File: src/core/wdpc_pkg.sv
// Overview of operation
// - expiry resets CPU or raises interrupt
// - interval values 01h to 3Fh only
// - one interval count equals one second, or one minute when index F5h is not 00h
// - rewriting interval port restarts the timeout
// - reading interval port disables the watchdog
// - write 87h twice to 2Eh enters configuration
// - index at 2Eh, value at 2Fh
// - index 07h selects logical device number
// - index 30h activates (01h) or deactivates (00h)
// - index F5h value 00h counts seconds
// - index F6h holds timeout count
// - writing AAh to 2Eh leaves configuration
package wdpc_pkg;

	// i/o port addresses
	localparam logic [15:0] IO_INTERVAL_PORT = 16'h0440;
	localparam logic [15:0] IO_CFG_INDEX     = 16'h002E;
	localparam logic [15:0] IO_CFG_DATA      = 16'h002F;

	// configuration register indices
	localparam logic [7:0] IDX_LDN      = 8'h07;
	localparam logic [7:0] IDX_ACTIVATE = 8'h30;
	localparam logic [7:0] IDX_UNIT     = 8'hF5;
	localparam logic [7:0] IDX_COUNT    = 8'hF6;

	// key bytes and fixed values
	localparam logic [7:0] KEY_ENTER    = 8'h87;
	localparam logic [7:0] KEY_EXIT     = 8'hAA;
	localparam logic [7:0] LDN_WDT      = 8'h08;
	localparam logic [7:0] INTERVAL_MIN = 8'h01;
	localparam logic [7:0] INTERVAL_MAX = 8'h3F;
	localparam logic [7:0] UNIT_SECONDS = 8'h00;
	localparam logic [7:0] FLOAT_READ   = 8'hFF;

	// reset values
	localparam logic [7:0] RST_LDN   = 8'h00;
	localparam logic [7:0] RST_INDEX = 8'h00;
	localparam logic [7:0] RST_UNIT  = 8'h00;
	localparam logic [7:0] RST_COUNT = 8'h00;

	// timing: a second in milliseconds and clock rate
	localparam longint unsigned CLK_HZ    = 64'd25000000;
	localparam longint unsigned SECOND_MS = 64'd1000;
	localparam int unsigned SEC_TICK_CYCLES = int'(CLK_HZ * SECOND_MS / 64'd1000);
	localparam logic [5:0] SECONDS_PER_MIN = 6'h3C;
	localparam logic [4:0] RESET_PULSE_CYCLES = 5'h10;

	// configuration access state
	typedef enum logic [1:0] {
		WDPC_LOCKED = 2'b00,
		WDPC_KEY1   = 2'b01,
		WDPC_CONFIG = 2'b10
	} wdpc_cfg_e;

	// one host i/o cycle
	typedef struct packed {
		logic [15:0] addr;
		logic        wr;
		logic        rd;
		logic [7:0]  wdata;
	} wdpc_io_req_s;

endpackage

File: src/core/wdpc_top.sv
module wdpc_top #(
	parameter int unsigned TICK_CYCLES = wdpc_pkg::SEC_TICK_CYCLES,
	parameter bit          IRQ_MODE    = 1'b0
) (
	// clock and reset
	input  wire logic                  core_clk,
	input  wire logic                  reset,
	// host i/o port cycle, same clock domain
	input  wire wdpc_pkg::wdpc_io_req_s io_req,
	output logic [7:0]                 io_rdata_r,
	// watchdog action
	output logic                       wdt_reset_r,
	output logic                       wdt_irq_r
);

	localparam int TW = $clog2(TICK_CYCLES + 1);
	localparam logic [TW-1:0] TICK_LAST = TW'(TICK_CYCLES - 1);

	wdpc_pkg::wdpc_cfg_e cfg_r;   // key / configuration state
	logic [7:0]  index_r;         // selected configuration index
	logic [7:0]  ldn_r;           // logical device number
	logic        active_r;        // activate register bit
	logic [7:0]  unit_r;          // counter unit select
	logic [7:0]  count_reg_r;     // programmed timeout count
	logic [7:0]  cnt_r;           // live remaining count
	logic        run_r;           // timer counting
	logic        fire_r;          // one-cycle expiry pulse
	logic [TW-1:0] tick_cnt_r;    // second prescaler
	logic        sec_tick;        // one pulse per second
	logic [5:0]  min_cnt_r;       // seconds within a minute
	logic        unit_tick;       // one pulse per counting unit
	logic [4:0]  rst_len_r;       // reset pulse stretcher

	// decoded strobes
	logic wr_int, rd_int, wr_idx, wr_dat, rd_dat, in_cfg, wdt_sel;
	logic int_ok, load_int, act_wr, cnt_wr;

	assign wr_int  = io_req.wr && io_req.addr == wdpc_pkg::IO_INTERVAL_PORT;
	assign rd_int  = io_req.rd && io_req.addr == wdpc_pkg::IO_INTERVAL_PORT;
	assign in_cfg  = cfg_r == wdpc_pkg::WDPC_CONFIG;
	assign wr_idx  = io_req.wr && io_req.addr == wdpc_pkg::IO_CFG_INDEX;
	assign wr_dat  = in_cfg && io_req.wr && io_req.addr == wdpc_pkg::IO_CFG_DATA;
	assign rd_dat  = in_cfg && io_req.rd && io_req.addr == wdpc_pkg::IO_CFG_DATA;
	assign wdt_sel = ldn_r == wdpc_pkg::LDN_WDT;
	// out-of-range interval values are dropped, not clamped
	assign int_ok  = io_req.wdata >= wdpc_pkg::INTERVAL_MIN
		&& io_req.wdata <= wdpc_pkg::INTERVAL_MAX;
	assign load_int = wr_int && int_ok;
	assign act_wr  = wr_dat && wdt_sel && index_r == wdpc_pkg::IDX_ACTIVATE;
	assign cnt_wr  = wr_dat && wdt_sel && index_r == wdpc_pkg::IDX_COUNT;

	// key sequence: two 87h in a row unlock, AAh relocks
	always_ff @(posedge core_clk or posedge reset) begin
		if (reset) begin
			cfg_r   <= wdpc_pkg::WDPC_LOCKED;
			index_r <= wdpc_pkg::RST_INDEX;
		end else if (wr_idx) begin
			case (cfg_r)
				wdpc_pkg::WDPC_LOCKED: begin
					if (io_req.wdata == wdpc_pkg::KEY_ENTER)
						cfg_r <= wdpc_pkg::WDPC_KEY1;
				end
				wdpc_pkg::WDPC_KEY1: begin
					// any other byte breaks the sequence
					if (io_req.wdata == wdpc_pkg::KEY_ENTER)
						cfg_r <= wdpc_pkg::WDPC_CONFIG;
					else
						cfg_r <= wdpc_pkg::WDPC_LOCKED;
				end
				wdpc_pkg::WDPC_CONFIG: begin
					if (io_req.wdata == wdpc_pkg::KEY_EXIT)
						cfg_r <= wdpc_pkg::WDPC_LOCKED;
					else
						index_r <= io_req.wdata;
				end
				default: cfg_r <= wdpc_pkg::WDPC_LOCKED;
			endcase
		end
	end

	// configuration registers behind the data port
	always_ff @(posedge core_clk or posedge reset) begin
		if (reset) begin
			ldn_r       <= wdpc_pkg::RST_LDN;
			unit_r      <= wdpc_pkg::RST_UNIT;
			count_reg_r <= wdpc_pkg::RST_COUNT;
		end else if (wr_dat) begin
			if (index_r == wdpc_pkg::IDX_LDN)
				ldn_r <= io_req.wdata;
			else if (wdt_sel && index_r == wdpc_pkg::IDX_UNIT)
				unit_r <= io_req.wdata;
			else if (cnt_wr)
				count_reg_r <= io_req.wdata;
		end
	end

	// read data: live count on the interval port, registers on the data port
	always_ff @(posedge core_clk or posedge reset) begin
		if (reset) begin
			io_rdata_r <= wdpc_pkg::FLOAT_READ;
		end else if (rd_int) begin
			io_rdata_r <= cnt_r;
		end else if (rd_dat) begin
			if (index_r == wdpc_pkg::IDX_LDN)
				io_rdata_r <= ldn_r;
			else if (wdt_sel && index_r == wdpc_pkg::IDX_ACTIVATE)
				io_rdata_r <= {7'h00, active_r};
			else if (wdt_sel && index_r == wdpc_pkg::IDX_UNIT)
				io_rdata_r <= unit_r;
			else if (wdt_sel && index_r == wdpc_pkg::IDX_COUNT)
				io_rdata_r <= count_reg_r;
			else
				io_rdata_r <= wdpc_pkg::FLOAT_READ;
		end else if (io_req.rd) begin
			// unmapped ports read as a floating bus
			io_rdata_r <= wdpc_pkg::FLOAT_READ;
		end
	end

	// second prescaler, restarted on every reload so a refresh gets a full second
	always_ff @(posedge core_clk or posedge reset) begin
		if (reset)
			tick_cnt_r <= '0;
		else if (load_int || act_wr || cnt_wr || !run_r)
			tick_cnt_r <= '0;
		else if (tick_cnt_r == TICK_LAST)
			tick_cnt_r <= '0;
		else
			tick_cnt_r <= tick_cnt_r + TW'(1);
	end
	assign sec_tick = run_r && tick_cnt_r == TICK_LAST;

	// minute divider, used when the unit register is not seconds
	always_ff @(posedge core_clk or posedge reset) begin
		if (reset)
			min_cnt_r <= '0;
		else if (load_int || act_wr || cnt_wr || !run_r)
			min_cnt_r <= '0;
		else if (sec_tick)
			min_cnt_r <= (min_cnt_r == wdpc_pkg::SECONDS_PER_MIN - 6'h01) ? 6'h00
				: min_cnt_r + 6'h01;
	end
	assign unit_tick = (unit_r == wdpc_pkg::UNIT_SECONDS) ? sec_tick
		: sec_tick && min_cnt_r == wdpc_pkg::SECONDS_PER_MIN - 6'h01;

	// countdown; the interval port overrides the activate path
	always_ff @(posedge core_clk or posedge reset) begin
		if (reset) begin
			cnt_r    <= 8'h00;
			run_r    <= 1'b0;
			active_r <= 1'b0;
			fire_r   <= 1'b0;
		end else begin
			fire_r <= 1'b0;
			if (rd_int) begin
				run_r    <= 1'b0;
				active_r <= 1'b0;
			end else if (load_int) begin
				cnt_r <= io_req.wdata;
				run_r <= 1'b1;
			end else if (act_wr) begin
				active_r <= io_req.wdata[0];
				cnt_r    <= count_reg_r;
				run_r    <= io_req.wdata[0] && count_reg_r != 8'h00;
			end else if (cnt_wr && active_r) begin
				// a zero count stops rather than firing at once
				cnt_r <= io_req.wdata;
				run_r <= io_req.wdata != 8'h00;
			end else if (unit_tick) begin
				cnt_r <= cnt_r - 8'h01;
				if (cnt_r == 8'h01) begin
					run_r  <= 1'b0;
					fire_r <= 1'b1;
				end
			end
		end
	end

	// expiry action: stretched reset pulse or interrupt held until serviced
	always_ff @(posedge core_clk or posedge reset) begin
		if (reset) begin
			rst_len_r   <= 5'h00;
			wdt_reset_r <= 1'b0;
			wdt_irq_r   <= 1'b0;
		end else begin
			if (fire_r && !IRQ_MODE) begin
				rst_len_r   <= wdpc_pkg::RESET_PULSE_CYCLES - 5'h01;
				wdt_reset_r <= 1'b1;
			end else if (rst_len_r != 5'h00) begin
				rst_len_r <= rst_len_r - 5'h01;
			end else begin
				wdt_reset_r <= 1'b0;
			end
			// set wins over a service access in the same cycle
			if (fire_r && IRQ_MODE)
				wdt_irq_r <= 1'b1;
			else if (load_int || rd_int || act_wr)
				wdt_irq_r <= 1'b0;
		end
	end

	// checks
	a_fire_at_zero: assert property (@(posedge core_clk) disable iff (reset)
		unit_tick && cnt_r == 8'h01 && !io_req.wr && !io_req.rd |=> fire_r && !run_r)
		else $error("expiry did not fire at zero");
	a_reset_stretch: assert property (@(posedge core_clk) disable iff (reset)
		fire_r && !IRQ_MODE |=> wdt_reset_r [*8])
		else $error("reset pulse too short");
	a_interval_load: assert property (@(posedge core_clk) disable iff (reset)
		load_int && !rd_int |=> run_r && cnt_r == $past(io_req.wdata))
		else $error("interval write did not reload");
	a_read_disable: assert property (@(posedge core_clk) disable iff (reset)
		rd_int |=> !run_r ##1 !fire_r)
		else $error("interval read did not disable");
	// an out-of-range write leaves the timer as it was, apart from a normal step
	a_bad_interval: assert property (@(posedge core_clk) disable iff (reset)
		wr_int && !int_ok |=> run_r == $past(run_r) && cnt_r == $past(cnt_r)
		|| $past(unit_tick))
		else $error("invalid interval changed the timer");
	// second key in a row unlocks, other ports may come between the two
	a_key_enter: assert property (@(posedge core_clk) disable iff (reset)
		cfg_r == wdpc_pkg::WDPC_KEY1 && wr_idx
		&& io_req.wdata == wdpc_pkg::KEY_ENTER |=> in_cfg)
		else $error("double key did not unlock");
	// a single key never reaches configuration mode
	a_key_single: assert property (@(posedge core_clk) disable iff (reset)
		cfg_r == wdpc_pkg::WDPC_LOCKED |=> !in_cfg)
		else $error("single key unlocked");
	// expiry drives the interrupt output exactly when the mode parameter selects it
	a_irq_action: assert property (@(posedge core_clk) disable iff (reset)
		fire_r |=> wdt_irq_r == IRQ_MODE)
		else $error("interrupt action wrong for mode");
	a_key_exit: assert property (@(posedge core_clk) disable iff (reset)
		in_cfg && wr_idx && io_req.wdata == wdpc_pkg::KEY_EXIT |=> !in_cfg ##1 !wr_dat)
		else $error("exit key did not lock");
	a_locked_data: assert property (@(posedge core_clk) disable iff (reset)
		!in_cfg |=> $stable(ldn_r) && $stable(count_reg_r))
		else $error("data port decoded while locked");
	a_ldn_write: assert property (@(posedge core_clk) disable iff (reset)
		wr_dat && index_r == wdpc_pkg::IDX_LDN |=> ldn_r == $past(io_req.wdata))
		else $error("device number not written");
	a_deactivate: assert property (@(posedge core_clk) disable iff (reset)
		act_wr && io_req.wdata == 8'h00 |=> !run_r && !active_r)
		else $error("deactivate left timer running");
	a_second_step: assert property (@(posedge core_clk) disable iff (reset)
		sec_tick && unit_r == wdpc_pkg::UNIT_SECONDS && cnt_r > 8'h01
		&& !io_req.wr && !io_req.rd |=> cnt_r == $past(cnt_r) - 8'h01)
		else $error("second unit did not count");
	a_count_load: assert property (@(posedge core_clk) disable iff (reset)
		cnt_wr && active_r && !act_wr |=> cnt_r == $past(io_req.wdata)
		&& count_reg_r == $past(io_req.wdata))
		else $error("count register not loaded");

endmodule

File: config.mk
export PLATFORM = sky130hd
export DESIGN_NAME = wdpc_top
export DESIGN_NICKNAME = d
export VERILOG_FILES = /design/src/core/wdpc_pkg.sv /design/src/core/wdpc_top.sv
export SDC_FILE = /design/constraint.sdc
export NUM_CORES = 1
export LEC_CHECK = 0
export BUFFER_PORTS_ARGS = -buffer_cell sky130_fd_sc_hd__buf_2
export CAP_MARGIN = 20
export CORE_MARGIN = 4
export CORE_UTILIZATION = 47
export DETAILED_ROUTE_END_ITERATION = 10
export PLACE_DENSITY = 0.68
export SYNTH_ARGS = -nofsm -noshare
export SYNTH_HDL_FRONTEND = slang
export SYNTH_SLANG_ARGS = --single-unit
File: constraint.sdc
create_clock -name core_clk -period 3.46 [get_ports core_clk]
set_input_delay 0.346 -clock core_clk [delete_from_list [all_inputs] [get_ports core_clk]]
set_output_delay 0.346 -clock core_clk [all_outputs]
set_load 0.005 [all_outputs]
==> flow_metrics.tcl <==
set metrics [dict create \
    ys_seq_area_frac 0.446 \
    slew_violations 0 \
    drive_gt1_frac 0.227 \
    vias 3956 \
    hold_class "input pin to asynchronous set/reset pin" \
    final_common_cell "dfrtp_1" \
    p_leak_nw 2.39 \
    drt_iter0_markers 244 \
    dp_hpwl_um 8760 \
    critPathMaxFanout 8 \
    path_clk_slew_ps 90 \
    insertedDiodeCount 0 \
    postCtsSetupBuffers 0 \
    vias_per_cell 5.88 \
    yosys_warnings 0 \
    hold_viol_final 0 \
    antenna_found_initial 0 \
    drc 0 \
    p_sw_mw 0.514 \
    cpPeakStageDelay_ps 710 \
    cts.sinks 90 \
    rows 37 \
    die-area_um2 12500 \
    ant_nets 0 \
    numCtsBuffers 9 \
    cp_data_required_time_ps 3710 \
    setup_viol 0 \
    status "completed" \
    place.gp.congestion 0.942 \
    synth_seq_cells 90 \
    finalSetupTns_ps 0 \
    layout_worst_path_cycle_share 0.753 \
    critPathLaunch "index_r[7]" \
    cts_tree "done" \
    hold_buffers 0 \
    cp.arrival_ps 2860 \
    avgSynthCellArea_um2 10.2 \
    syn_inst 497 \
    grt_start_max_net_pins 32 \
    fmax_ghz 0.384 \
    clkLatencyLatePin_ps 360 \
    crit_chain "or4_1, a21boi_4, nor4_4, nor3_2, nor2_4, mux2_4" \
    endpoint_kind "register" \
    clock_power_share 0.370 \
    swShare 0.247 \
    ir_drop_mv 0.223 \
    slew_headroom 0.535 \
    io_pins 38 \
    grt_pass1_wl_um 20000 \
    fin_nets 566 \
    power_density_nw_per_um2 373 \
    reg2reg_from "index_r[7]" \
    p_int_mw 1.57 \
    dr.pass1.iters 5 \
    finalCriticalPeriod_ps 2610 \
    dpl_worst_slack_ps 823 \
    cap_violations 0 \
    cts_buffer_depth 2 \
    synth_async_sr_flop_share 1.00 \
    gr-total-overflow 0 \
    critical_path_class "register to register" \
    area_growth_syn_to_layout_pct 10.1 \
    cts_root_buffer "clkbuf_8" \
    routed_wirelength_um 11900 \
    slowest_stage "or4_1" \
    grt_pass1_vias 4021 \
    pwr-share-seq 0.537 \
    die_h_um 112 \
    mostFrequentLayoutCells "dfrtp_1 (82), nor2_1 (61), nand2_1 (39)" \
    fin_ws_ps 854 \
    synth_edf_count 0 \
    synth_flop_cell "dfrtp_1" \
    synthDistinctLibCells 67 \
    rsz0062_at_grt "no" \
    reg2reg_slack_ps 850 \
    track_usage 0.196 \
    wl_per_cell_um 17.7 \
    synthesis.nets 531 \
    netlist_area_um2 5070 \
    comb_power_share 0.093 \
    cts-resized-gates 0 \
    worst_pin_slew_ps 696 \
    cts_max_level 3 \
    die_w_um 112 \
    rr_worst_depth 6 \
    portBuffers 36 \
    initial_utilization 0.486 \
    start_kind "register" \
    clock_skew_ps 12.0 \
    core_um2 10400 \
]
-- state kept, by name, summed over array words and instances, names as in the netlist --
register,cells
tick_cnt_r,25
active_r,1
ldn_r,8
min_cnt_r,6
index_r,8
run_r,1
rst_len_r,5
cfg_r,2
io_rdata_r,8
wdt_reset_r,1
cnt_r,8
unit_r,8
fire_r,1
count_reg_r,8
-- routing by layer --
metal,vias up,GRT usage,part of all wire
met2,97,0.305,0.47
met5,-,0,0
li1,1897,-,-
met4,0,0.0592,0.016
met3,17,0.0380,0.045
met1,1945,0.278,0.47
-- cells by family (layout without fill, tap and decap cells) --
| logic type | after synthesis | after routing | synth area share |
|---|---|---|---|
| AO/OA/AOI/OAI | 78 | 78 | 0.107 |
| other | 1 | 1 | 0.000740 |
| flip-flops | 90 | 90 | 0.446 |
| multiplexers | 39 | 39 | 0.0921 |
| buffers and inverters | 29 | 69 | 0.0274 |
| XOR/XNOR | 26 | 26 | 0.0449 |
| adder cells (fa/ha/maj) | 6 | 6 | 0.0148 |
| AND/OR/NAND/NOR | 228 | 228 | 0.266 |
-- worst max-delay path, delay by kind of cell, from the launching register on --
family	cells	cell delay (ps)
compound gates	1	220
flops	1	430
simple gates	4	1540
mux	1	320
-- cell usage after synthesis, types with 6 or more instances --
library cell / instances / area, um^2
o22ai_1: 7 / 43.8
mux2_4: 9 / 135
nand4_1: 15 / 93.8
inv_1: 12 / 45.0
a211oi_1: 7 / 52.6
or3_1: 6 / 37.5
nand2_1: 39 / 146
a22o_1: 6 / 52.6
nor4_1: 9 / 56.3
and4_1: 7 / 61.3
nand3_1: 15 / 75.1
dfstp_2: 8 / 210
xnor2_1: 10 / 87.6
xor2_1: 16 / 140
nor4b_1: 6 / 52.6
and3_1: 7 / 43.8
nor2_1: 61 / 229
buf_4: 6 / 45.0
ha_1: 6 / 75.1
dfrtp_1: 82 / 2050
mux2_2: 25 / 282
o211ai_1: 7 / 52.6
a21oi_1: 13 / 65.1
or4_1: 6 / 45.0
o21ai_0: 9 / 45.0
nor3_1: 16 / 80.1
-- worst paths after layout --
path	end
max	cnt_r[7]
min	rst_len_r[3]
max reg2reg	cnt_r[7]
min reg2reg	io_rdata_r[0]
max in group asynchronous	io_rdata_r[3]
min in group core_clk	io_rdata_r[7]
-- per-stage QoR --
stage               instance area [um^2]  hold slack [ps]  std cells   util  power [mW]
floorplan                           5070              465        497      -        1.26
global route                        5580             41.2        673  0.536        2.18
CTS                                 5580             11.1        672  0.535        2.10
finish                              5580            0.608        673  0.536        2.08
global placement                    5360              404        656  0.515        1.32
detailed placement                  5360              403        656  0.515        1.33
-- power by group through the flow --
stage | Combinational [mW] | Clock, mW | Sequential [mW]
5_1_grt | 0.222 | 0.837 | 1.12
3_3_place_gp | 0.185 | 0 | 1.14
4_1_cts | 0.194 | 0.787 | 1.12
3_5_place_dp | 0.193 | 0 | 1.14
6_report | 0.194 | 0.770 | 1.12
2_1_floorplan | 0.128 | 0 | 1.13
-- area by class of cell --
class / instances / area, um^2
well taps: 136 / 170
inverters: 12 / 46.3
clock buffers: 13 / 169
flip-flops and latches: 90 / 2260
multi-input cells: 378 / 2670
fillers: 953 / 4830
repair buffers: 41 / 215
clock inverters: 3 / 46.3
Power figures use the tool's default switching activity.
